`src/include/apf_pkg.sv`:
```
package apf_pkg;

  localparam int TEMP_WARN_C = 125;
  localparam int TEMP_SHUT_C = 155;
  localparam int SUPPLY_GOOD_MV = 10000;

  localparam int BRIDGES = 6;
  localparam int GROUP_W = 3;
  localparam int SYNC_STAGES = 2;

  localparam int WB_ADR_W = 4;
  localparam logic [3:0] OFS_CTRL = 4'h0;
  localparam logic [3:0] OFS_STATUS = 4'h4;
  localparam logic [3:0] OFS_OLCOUNT = 4'h8;

  localparam int OL_W = 16;
  localparam logic [15:0] OL_THRESH_RST = 16'h0400;
  localparam logic [15:0] OL_CNT_MAX = 16'hffff;

  localparam int ST_LATCH = 0;
  localparam int ST_SUPPLY_LOW = 1;
  localparam int ST_THERMAL = 2;
  localparam int ST_TEMP_WARN = 3;
  localparam int ST_OVERCURRENT = 4;
  localparam int ST_SHUT_PIN = 5;
  localparam int ST_RESET_IN = 6;
  localparam int ST_BIAS_SEL = 7;
  localparam int ST_BRIDGE_LSB = 8;
  localparam int ST_BIAS_EN = 14;
  localparam int ST_WARN_PIN = 15;

  typedef struct packed {
    logic [5:0] overcurrentTrip;
    logic tempWarn;
    logic thermalShutdown;
    logic gateDriveSupplyOk;
    logic coreSupplyOk;
  } apf_det_t;

  typedef struct packed {
    logic [5:0] bridgeEn;
    logic [5:0] currentLimit;
    logic biasPrechargeCtl;
  } apf_stage_t;

endpackage

```
`src/hdl/apf_fault_ctrl.sv`:
```
`timescale 1ns/1ps
`default_nettype none
module apf_fault_ctrl (
  input wire logic clk,
  input wire logic sys_rst,
  input wire logic wb_cyc_i,
  input wire logic wb_stb_i,
  input wire logic wb_we_i,
  input wire logic [3:0] wb_adr_i,
  input wire logic [3:0] wb_sel_i,
  input wire logic [31:0] wb_dat_i,
  output logic [31:0] wb_dat_o,
  output logic wb_ack_o,
  input wire apf_pkg::apf_det_t detIn,
  input wire logic biasSelect,
  input wire logic resetIn_n,
  output var apf_pkg::apf_stage_t stageOut,
  output logic shutdownFlagO_n,
  output logic shutdownFlagOe,
  input wire logic shutdownFlagI_n,
  output logic overtempWarnO_n,
  output logic overtempWarnOe,
  input wire logic overtempWarnI_n
);

  function automatic logic apf_hit(input logic [3:0] adr,
                                   input logic [3:0] ofs);
    apf_hit = (adr == ofs);
  endfunction

  ////////////////////////////////////////////////////////////////////////
  // Detector synchronisers

  apf_pkg::apf_det_t detSync;

  apf_sync_bank #(
    .W($bits(apf_pkg::apf_det_t))
  ) uSync (
    .clk(clk),
    .sys_rst(sys_rst),
    .asyncIn(detIn),
    .syncOut(detSync)
  );

  ////////////////////////////////////////////////////////////////////////
  // Fault evaluation

  logic ocAny;
  logic supplyLowGuard;
  logic faultShut;
  logic running;
  logic resetRise;
  logic [16:0] olCntPlus;
  logic olHit;

  logic [15:0] olCnt_r;
  logic [15:0] olCnt_nxt;
  logic overloadLatch_r;
  logic overloadLatch_nxt;
  logic resetPrev_r;
  logic resetPrev_nxt;
  logic [15:0] olThresh_r;
  logic [15:0] olThresh_nxt;

  always_comb begin
    ocAny = |detSync.overcurrentTrip;
    // Either supply low raises the one shared guard
    supplyLowGuard = ~(detSync.gateDriveSupplyOk &
                       detSync.coreSupplyOk);
    resetRise = resetIn_n & ~resetPrev_r;
    resetPrev_nxt = resetIn_n;
    olCntPlus = {1'b0, olCnt_r} + 17'h1;
    // Count includes the current cycle of overcurrent
    olHit = ocAny & (olCntPlus >= {1'b0, olThresh_r});
    if (!ocAny) begin
      olCnt_nxt = 16'h0000;
    end else if (olCnt_r == apf_pkg::OL_CNT_MAX) begin
      olCnt_nxt = olCnt_r;
    end else begin
      olCnt_nxt = olCntPlus[15:0];
    end
    // Set wins over the reset-edge clear
    if (olHit) begin
      overloadLatch_nxt = 1'b1;
    end else if (resetRise) begin
      overloadLatch_nxt = 1'b0;
    end else begin
      overloadLatch_nxt = overloadLatch_r;
    end
    // Thermal and supply faults are not stored: they end with the cause
    faultShut = overloadLatch_r | detSync.thermalShutdown |
                supplyLowGuard;
    running = resetIn_n & ~faultShut;
  end

  always_ff @(posedge clk) begin
    if (sys_rst) begin
      olCnt_r <= 16'h0000;
      overloadLatch_r <= 1'b0;
      // Held high so a clear with the pin already high makes no edge
      resetPrev_r <= 1'b1;
    end else begin
      olCnt_r <= olCnt_nxt;
      overloadLatch_r <= overloadLatch_nxt;
      resetPrev_r <= resetPrev_nxt;
    end
  end

  ////////////////////////////////////////////////////////////////////////
  // Power stage and fault pins

  apf_pkg::apf_stage_t stage_r;
  apf_pkg::apf_stage_t stage_nxt;
  logic shutAssert_r;
  logic shutAssert_nxt;
  logic warnAssert_r;
  logic warnAssert_nxt;

  always_comb begin
    // First group needs reset high and no fault; second also needs bias-select
    stage_nxt.bridgeEn[2:0] = {3{running}};
    stage_nxt.bridgeEn[5:3] = {3{running & biasSelect}};
    // Per-bridge limiting follows the detector of that bridge
    stage_nxt.currentLimit = detSync.overcurrentTrip;
    // Pre-charge only while switching is held off
    stage_nxt.biasPrechargeCtl = ~resetIn_n & biasSelect &
                                 ~supplyLowGuard;
    shutAssert_nxt = resetIn_n & faultShut;
    warnAssert_nxt = resetIn_n & (detSync.tempWarn |
                                  detSync.thermalShutdown);
  end

  always_ff @(posedge clk) begin
    if (sys_rst) begin
      stage_r <= '0;
      shutAssert_r <= 1'b0;
      warnAssert_r <= 1'b0;
    end else begin
      stage_r <= stage_nxt;
      shutAssert_r <= shutAssert_nxt;
      warnAssert_r <= warnAssert_nxt;
    end
  end

  assign stageOut = stage_r;
  // Open drain: drive low only while asserting
  assign shutdownFlagO_n = 1'b0;
  assign shutdownFlagOe = shutAssert_r;
  assign overtempWarnO_n = 1'b0;
  assign overtempWarnOe = warnAssert_r;

  ////////////////////////////////////////////////////////////////////////
  // Wishbone slave

  logic wbReq;
  logic wbWrite;
  logic [31:0] rdMux;
  logic ack_r;
  logic ack_nxt;
  logic [31:0] rdData_r;
  logic [31:0] rdData_nxt;

  always_comb begin
    wbReq = wb_cyc_i & wb_stb_i;
    ack_nxt = wbReq & ~ack_r;
    // Writes land on the edge where the master sees ack
    wbWrite = wbReq & ack_r & wb_we_i;
    rdMux = 32'h0000_0000;
    if (apf_hit(wb_adr_i, apf_pkg::OFS_CTRL)) begin
      rdMux[15:0] = olThresh_r;
    end else if (apf_hit(wb_adr_i, apf_pkg::OFS_STATUS)) begin
      rdMux[apf_pkg::ST_LATCH] = overloadLatch_r;
      rdMux[apf_pkg::ST_SUPPLY_LOW] = supplyLowGuard;
      rdMux[apf_pkg::ST_THERMAL] = detSync.thermalShutdown;
      rdMux[apf_pkg::ST_TEMP_WARN] = detSync.tempWarn;
      rdMux[apf_pkg::ST_OVERCURRENT] = ocAny;
      rdMux[apf_pkg::ST_SHUT_PIN] = shutdownFlagI_n;
      rdMux[apf_pkg::ST_RESET_IN] = resetIn_n;
      rdMux[apf_pkg::ST_BIAS_SEL] = biasSelect;
      rdMux[apf_pkg::ST_BRIDGE_LSB +: 6] = stage_r.bridgeEn;
      rdMux[apf_pkg::ST_BIAS_EN] = stage_r.biasPrechargeCtl;
      rdMux[apf_pkg::ST_WARN_PIN] = overtempWarnI_n;
    end else if (apf_hit(wb_adr_i, apf_pkg::OFS_OLCOUNT)) begin
      rdMux[15:0] = olCnt_r;
    end
    rdData_nxt = ack_nxt ? rdMux : rdData_r;
    olThresh_nxt = olThresh_r;
    if (wbWrite && apf_hit(wb_adr_i, apf_pkg::OFS_CTRL)) begin
      if (wb_sel_i[0]) begin
        olThresh_nxt[7:0] = wb_dat_i[7:0];
      end
      if (wb_sel_i[1]) begin
        olThresh_nxt[15:8] = wb_dat_i[15:8];
      end
    end
  end

  always_ff @(posedge clk) begin
    if (sys_rst) begin
      ack_r <= 1'b0;
      rdData_r <= 32'h0000_0000;
      olThresh_r <= apf_pkg::OL_THRESH_RST;
    end else begin
      ack_r <= ack_nxt;
      rdData_r <= rdData_nxt;
      olThresh_r <= olThresh_nxt;
    end
  end

  assign wb_ack_o = ack_r;
  assign wb_dat_o = rdData_r;
endmodule
`default_nettype wire

```
`src/hdl/apf_sync_bank.sv`:
```
`timescale 1ns/1ps
`default_nettype none
module apf_sync_bank #(
  parameter int W = 10
) (
  input wire logic clk,
  input wire logic sys_rst,
  input wire logic [W-1:0] asyncIn,
  output logic [W-1:0] syncOut
);

  logic [W-1:0] meta_r;
  logic [W-1:0] meta_nxt;
  logic [W-1:0] sync_r;
  logic [W-1:0] sync_nxt;

  genvar g;
  generate
    for (g = 0; g < W; g++) begin : gBit
      always_comb begin
        meta_nxt[g] = asyncIn[g];
        sync_nxt[g] = meta_r[g];
      end
      always_ff @(posedge clk) begin
        if (sys_rst) begin
          meta_r[g] <= 1'b0;
          sync_r[g] <= 1'b0;
        end else begin
          meta_r[g] <= meta_nxt[g];
          sync_r[g] <= sync_nxt[g];
        end
      end
    end
  endgenerate

  assign syncOut = sync_r;
endmodule
`default_nettype wire

```
`config.mk`:
```
export PLATFORM = sky130hd
export DESIGN_NAME = apf_fault_ctrl
export DESIGN_NICKNAME = d
export VERILOG_FILES = /design/src/include/apf_pkg.sv /design/src/hdl/apf_fault_ctrl.sv /design/src/hdl/apf_sync_bank.sv
export SDC_FILE = /design/constraint.sdc
export NUM_CORES = 1
export LEC_CHECK = 0
export CAP_MARGIN = 20
export CORE_MARGIN = 4
export CORE_UTILIZATION = 50
export CTS_CLUSTER_DIAMETER = 30
export DETAILED_ROUTE_END_ITERATION = 16
export DONT_BUFFER_PORTS = 1
export PLACE_DENSITY_LB_ADDON = 0.25
export SYNTH_ARGS = -nofsm -noshare
export SYNTH_HDL_FRONTEND = slang
export SYNTH_SLANG_ARGS = --single-unit
```
`constraint.sdc`:
```
create_clock -name clk -period 2.8 [get_ports clk]
set_input_delay 0.56 -clock clk [delete_from_list [all_inputs] [get_ports clk]]
set_output_delay 0.56 -clock clk [all_outputs]
set_load 0.01 [all_outputs]
```
* Word-level counts from Yosys, hierarchy flattened
Cells that the tools add are included.
Word-level totals: flip-flop bits (word level) 84, latch bits 0, RAM bits 0, memory bits (read-only) 0, input port bits 59, output and inout bits 50, memories 0
Operators by class: $add $sub $neg 1, multipliers 0, divide/modulo/power cells 0, $lt $le $gt $ge 1, eq/ne operators 3, shift-type cells 0, multiplexer cells 5, bitwise logic cells 22, reduce and logical (&&, ||, !) cells 7
Operators by type and width (count):
- 16-bit two-way mux | 3
- 16-bit by 1-bit adder with 17-bit output, second input constant | 1
- 17-bit by 16-bit >= comparator with 1-bit output | 1
- 16-bit equality test, second input constant | 1
- 1-bit AND | 13
- 1-bit NOT | 6
- 6-bit OR reduction | 1
- 4-bit by 3-bit equality test with 1-bit output, second input constant | 1
- 4-bit equality test, second input constant | 1
- 4-bit logical NOT | 1
- 2-bit AND reduction | 2
- 1-bit OR | 3
- 1-bit two-way mux | 2
- 2-bit nonzero test | 1
- 2-bit OR reduction | 1
- 1-bit logical AND | 1

* Logic depth before layout (Yosys ltp)
word-level depth 6, gate-level depth with buffers 12, depth with buffers taken out 12

* Hierarchy
From an unflattened synthesis, not the netlist that was laid out.
Second synthesis, totals: cells, all modules 450, area total of the unflattened synthesis 3882.5 µm²
By module, submodules not included:
- apf_fault_ctrl | instances 1, cells each 408, area each 3264.4 µm², sequential area each 1241.2 µm²
- apf_sync_bank | instances 1, cells each 42, area each 618.1 µm², sequential area each 400.4 µm²

* Least setup slack after synthesis
OpenSTA, ideal clock, no wires.
path kind flip-flop to flip-flop, start point reg olCnt_r[0], end point reg overloadLatch_r, setup time 0.120 ns, data arrival time 2.249 ns, required time 2.680 ns, setup slack 0.431 ns, stages on the path, launching flop included 12, period minus slack after synthesis 2.369 ns, cells stage by stage dfxtp_1 ha_1 and3_1 and3_1 xnor2_1 inv_1 ha_1 nand4_1 nor2_1 a221oi_1 o21ai_0 a211o_1
Between the ends: longest elaborated chain between the ends 4, elaborated cells between the ends (all ways) 5, classes of those cells 1 x add/sub; 1 x order compare; 1 x mux; 1 x bitwise; 1 x reduce/logical
RTL lines:
- start, declared | line apf_fault_ctrl.sv:56 | logic [15:0] olCnt_r;
- start signal, assigned | line apf_fault_ctrl.sv:103 | olCnt_r <= olCnt_nxt;
- 16-bit by 1-bit adder with 17-bit output (*) | line apf_fault_ctrl.sv:72 | olCntPlus = {1'b0, olCnt_r} + 17'h1;
- net olCntPlus[6] | line apf_fault_ctrl.sv:53 | logic [16:0] olCntPlus;
- 17-bit by 16-bit >= comparator with 1-bit output (*) | line apf_fault_ctrl.sv:74 | olHit = ocAny & (olCntPlus >= {1'b0, olThresh_r});
- 1-bit AND (*) | line apf_fault_ctrl.sv:74
- 1-bit two-way mux / 2-bit nonzero test (equally long branches)
- end signal, assigned | line apf_fault_ctrl.sv:104 | overloadLatch_r <= overloadLatch_nxt;
- end, declared | line apf_fault_ctrl.sv:58 | logic overloadLatch_r;
Mark *: on every way through the listed nets, which the timed path passes. The rest lies on a longest branch. A chain may end at the register's enable or synchronous reset.

* Final worst setup path
start point reg olCnt_r[4], end point reg overloadLatch_r
Same word-level chain as after synthesis.

==> out/metrics.csv <==
stage,metric,value,unit
outcome,status,finished clean,
timing,Hold WS,257,ps
yosys,complex-gate fraction of the synthesized area,12.3,%
yosys,Mapped Area,3800,sq um
yosys,async set-reset flop share out of synthesis,0,%
floorplanning,row cnt,31,
drt,first-pass iteration count of the detailed router,5,
drt,DRT iter0 DRCs,159,
yosys,post-synthesis sequential area ratio,43.2,%
yosys,mux contribution to synthesized area,0.264,%
drt,routed vias,2875,
yosys,main combinational cell family by area after synthesis,simple AND/OR/NAND/NOR gates,
power_and_ir_drop,cell area power density,546,nW/um^2
yosys,Post-synth EDFFs,0,
drt,Vias/cell,5.26,
drt,final wirelength,8.08,mm
placement,pre-CTS setup slack,136,ps
setup_path,Worst Path Required,3050,ps
cells_and_area,most frequent cells in the layout,"dfxtp_1 (81), a21oi_1 (48), nor2_1 (41)",
clock_network,maximum clock path buffer count,2,
clock_network,clock insertion delay at the later pin of the skew report,360,ps
setup_path,CP Cell Sequence,nand4_1 -> nor3_2 -> nand2_1 -> xor2_1 -> inv_1 -> ha_1 -> nand4_1 -> nor2_1 -> a221oi_1 -> o21ai_0 -> a211o_1,
setup_path,CP most frequent cell,nand4_1,
clock_network,TritonCTS Buffers,9,
yosys,count of cell types in the netlist,42,
placement,Cells after DPL,530,
cells_and_area,area growth from synthesis to layout,5.04,%
setup_path,R2R setup slack,170,ps
floorplanning,core area,7330,sq um
setup_path,Worst Setup EP,overloadLatch_r,
global_routing,vias in the first global route,2721,
timing,count of pins over their slew limit,0,
setup_path,Crit Path Class,reg -> reg,
yosys,post-synth top area share,43.2,%
placement,DP Wirelength,6.08,mm
floorplanning,Die Y,95.2,um
yosys,Ys Warns,0,
clock_network,root buffer cell,clkbuf_8,
timing,Slew @ Worst Pin,596,ps
setup_path,Worst setup startpoint,olCnt_r[4],
clock_network,TritonCTS clock tree,done,
floorplanning,Starting Density,51.8,%
placement,routability cong.,0.870,
drt,DR WL/cell,14.8,um
cells_and_area,number of diodes,0,
cells_and_area,"most common cell after layout, fill and taps aside",dfxtp_1,
setup_path,worst-path maximum fanout,7,
worst_hold_path,Hold Path Class,in -> reg,
clock_network,CTS sink cnt,82,
timing,Final Skew,5.34,ps
cells_and_area,Final Net Count,519,
drt,Antenna Nets Post-Route,0,
setup_path,startpoint types,flop,
clock_network,htree depth,3,
yosys,Post-Synthesis Cells,450,
clock_network,Post-CTS Hold Fix Bufs,0,
cells_and_area,Layout Cells excl Fill,547,
placement,Buffers on Ports,0,
drt,# DRC,0,
timing,Setup Viol. Count Final,0,
setup_path,Worst Setup End Kind,flop,
timing,Final min period,2630,ps
timing,FMAX,381,MHz
setup_path,Critical Path AT,2870,ps
floorplanning,IO Pins,109,
yosys,post-synthesis simple-gate area fraction,24.4,%
power_and_ir_drop,Static Leak,1.62,nW
setup_path,reg-to-reg startpoint,olCnt_r[4],
setup_path,slowest CP cell,dfxtp_1,
timing,Max transition margin,60.3,%
global_routing,antenna violations before repair,0,
power_and_ir_drop,Peak VDD IR,0.420,mV
global_routing,GRT overflow,0,
timing,Setup WS post-layout,175,ps
setup_path,FF-to-FF End,overloadLatch_r,
yosys,area share of fa/ha/maj cells after synthesis,5.60,%
setup_path,r2r worst-path depth,11,
floorplanning,die width,95.2,um
yosys,"FF+latch count, synth",82,
clock_network,CTS clock-pin slew for the worst setup and hold paths,80,ps
global_routing,total track usage,18.7,%
yosys,xor-xnor portion of the synthesized cell area,3.46,%
yosys,syn_area_per_cell,8.44,sq um
cells_and_area,layout cells sized above 1,9.38,%
timing,Final Hold Fails,0,
yosys,Synth area leader,dfxtp_1,
yosys,largest cells by area after synthesis,"dfxtp_1 (43%), a21oi_1 (6.3%), ha_1 (5.6%)",
floorplanning,die area,9050,sq um
global_routing,global-route wire length before repair,12.9,mm
power_and_ir_drop,final total power,2.18,mW
setup_path,CP peak stage delay,460,ps
global_routing,largest net degree at the start of global routing,64,
job,number of max-cap violations,0,
yosys,dominant synthesized flop cell,dfxtp_1,
timing,fin crit share,93.8,%
-- per-stage QoR --
step	utilization, %	area [sq um]	setup TNS (ps)
3_3_place_gp	51.3	3760	0
2_1_floorplan	-	3860	0
5_1_grt	54.4	3990	-7.91
4_1_cts	54.0	3960	0
6_report	54.4	3990	0
3_5_place_dp	51.3	3760	0
-- flip-flops by register name, summed over array words and instances, names as in the netlist --
register and flops:
olCnt_r 16, resetPrev_r 1, overloadLatch_r 1, wb_ack_o 1, uSync.syncOut 10, shutdownFlagOe 1, overtempWarnOe 1, stageOut 9
uSync.meta_r 10, olThresh_r 16, wb_dat_o 16
-- synthesized netlist by cell type (all sizes together) (2+ instances only) --
| cell type | n |
|---|---|
| buf | 30 |
| clkbuf | 13 |
| and4 | 2 |
| nand3b | 2 |
| nand2 | 31 |
| xnor2 | 11 |
| and3 | 3 |
| nand3 | 25 |
| ha | 17 |
| nor2 | 42 |
| a21oi | 58 |
| dfxtp | 82 |
| nand2b | 9 |
| nor3 | 17 |
| a22oi | 9 |
| nor2b | 27 |
| inv | 33 |
| o21ai | 3 |
| nor4 | 2 |
| or3 | 9 |
| nand4 | 8 |
| xor2 | 4 |
-- cell families after synthesis --
logic type,Yosys count
AO/OA/AOI/OAI,77
other,1
XOR/XNOR,15
buffers and inverters,76
multiplexers,1
AND/OR/NAND/NOR,181
flip-flops,82
adder cells (fa/ha/maj),17
-- layout make-up --
class	count	area (sq um)
Fill cell	702	3340
Multi-Input combinational cell	309	1840
Sequential cell	82	1640
Clock buffer	10	128
Inverter	33	124
Tap cell	99	124
Clock inverter	6	75.1
Timing Repair Buffer	8	60.1
-- report_power, final --
group          internal [mW]  leakage, nW  total, mW  switching (mW)
Combinational         0.0397        0.850      0.107          0.0670
Clock                  0.424       0.0990      0.866           0.441
Sequential              1.19        0.667       1.20          0.0146
Total                   1.65         1.62       2.18           0.523
-- critical path: cells and delay by family, from the launching register on --
family	cells	cell delay, ps
simple gates	5	770
compound gates	3	670
xor+xnor	1	210
buf+inv	1	90
fa+ha+maj	1	300
flops	1	460
-- repair_timing --
item	CTS	global route
setup buffers	0	1
endpoints found under the setup margin	0	1
gates resized for setup	0	5
-- worst min path at each step --
stage | from | endpoint | slack, ps | depth (start not counted)
floorplan | uSync.meta_r[0] | uSync.syncOut[0] | 410 | 1
global placement | uSync.meta_r[6] | uSync.syncOut[6] | 420 | 1
detailed placement | uSync.meta_r[9] | uSync.syncOut[9] | 430 | 1
CTS | sys_rst | uSync.meta_r[0] | 240 | 1
global route | sys_rst | uSync.syncOut[0] | 240 | 1
finish | sys_rst | uSync.meta_r[9] | 260 | 1
-- metal layers --
metal | track usage (%) | wire (um) | vias up
met5 | 0 | 0 | -
li1 | - | - | 1456
met3 | 7.42 | 561 | 16
met1 | 22.0 | 3290 | 1329
met4 | 7.21 | 172 | 0
met2 | 30.4 | 4050 | 74
Note: power is estimated with default switching activity, not from simulation.
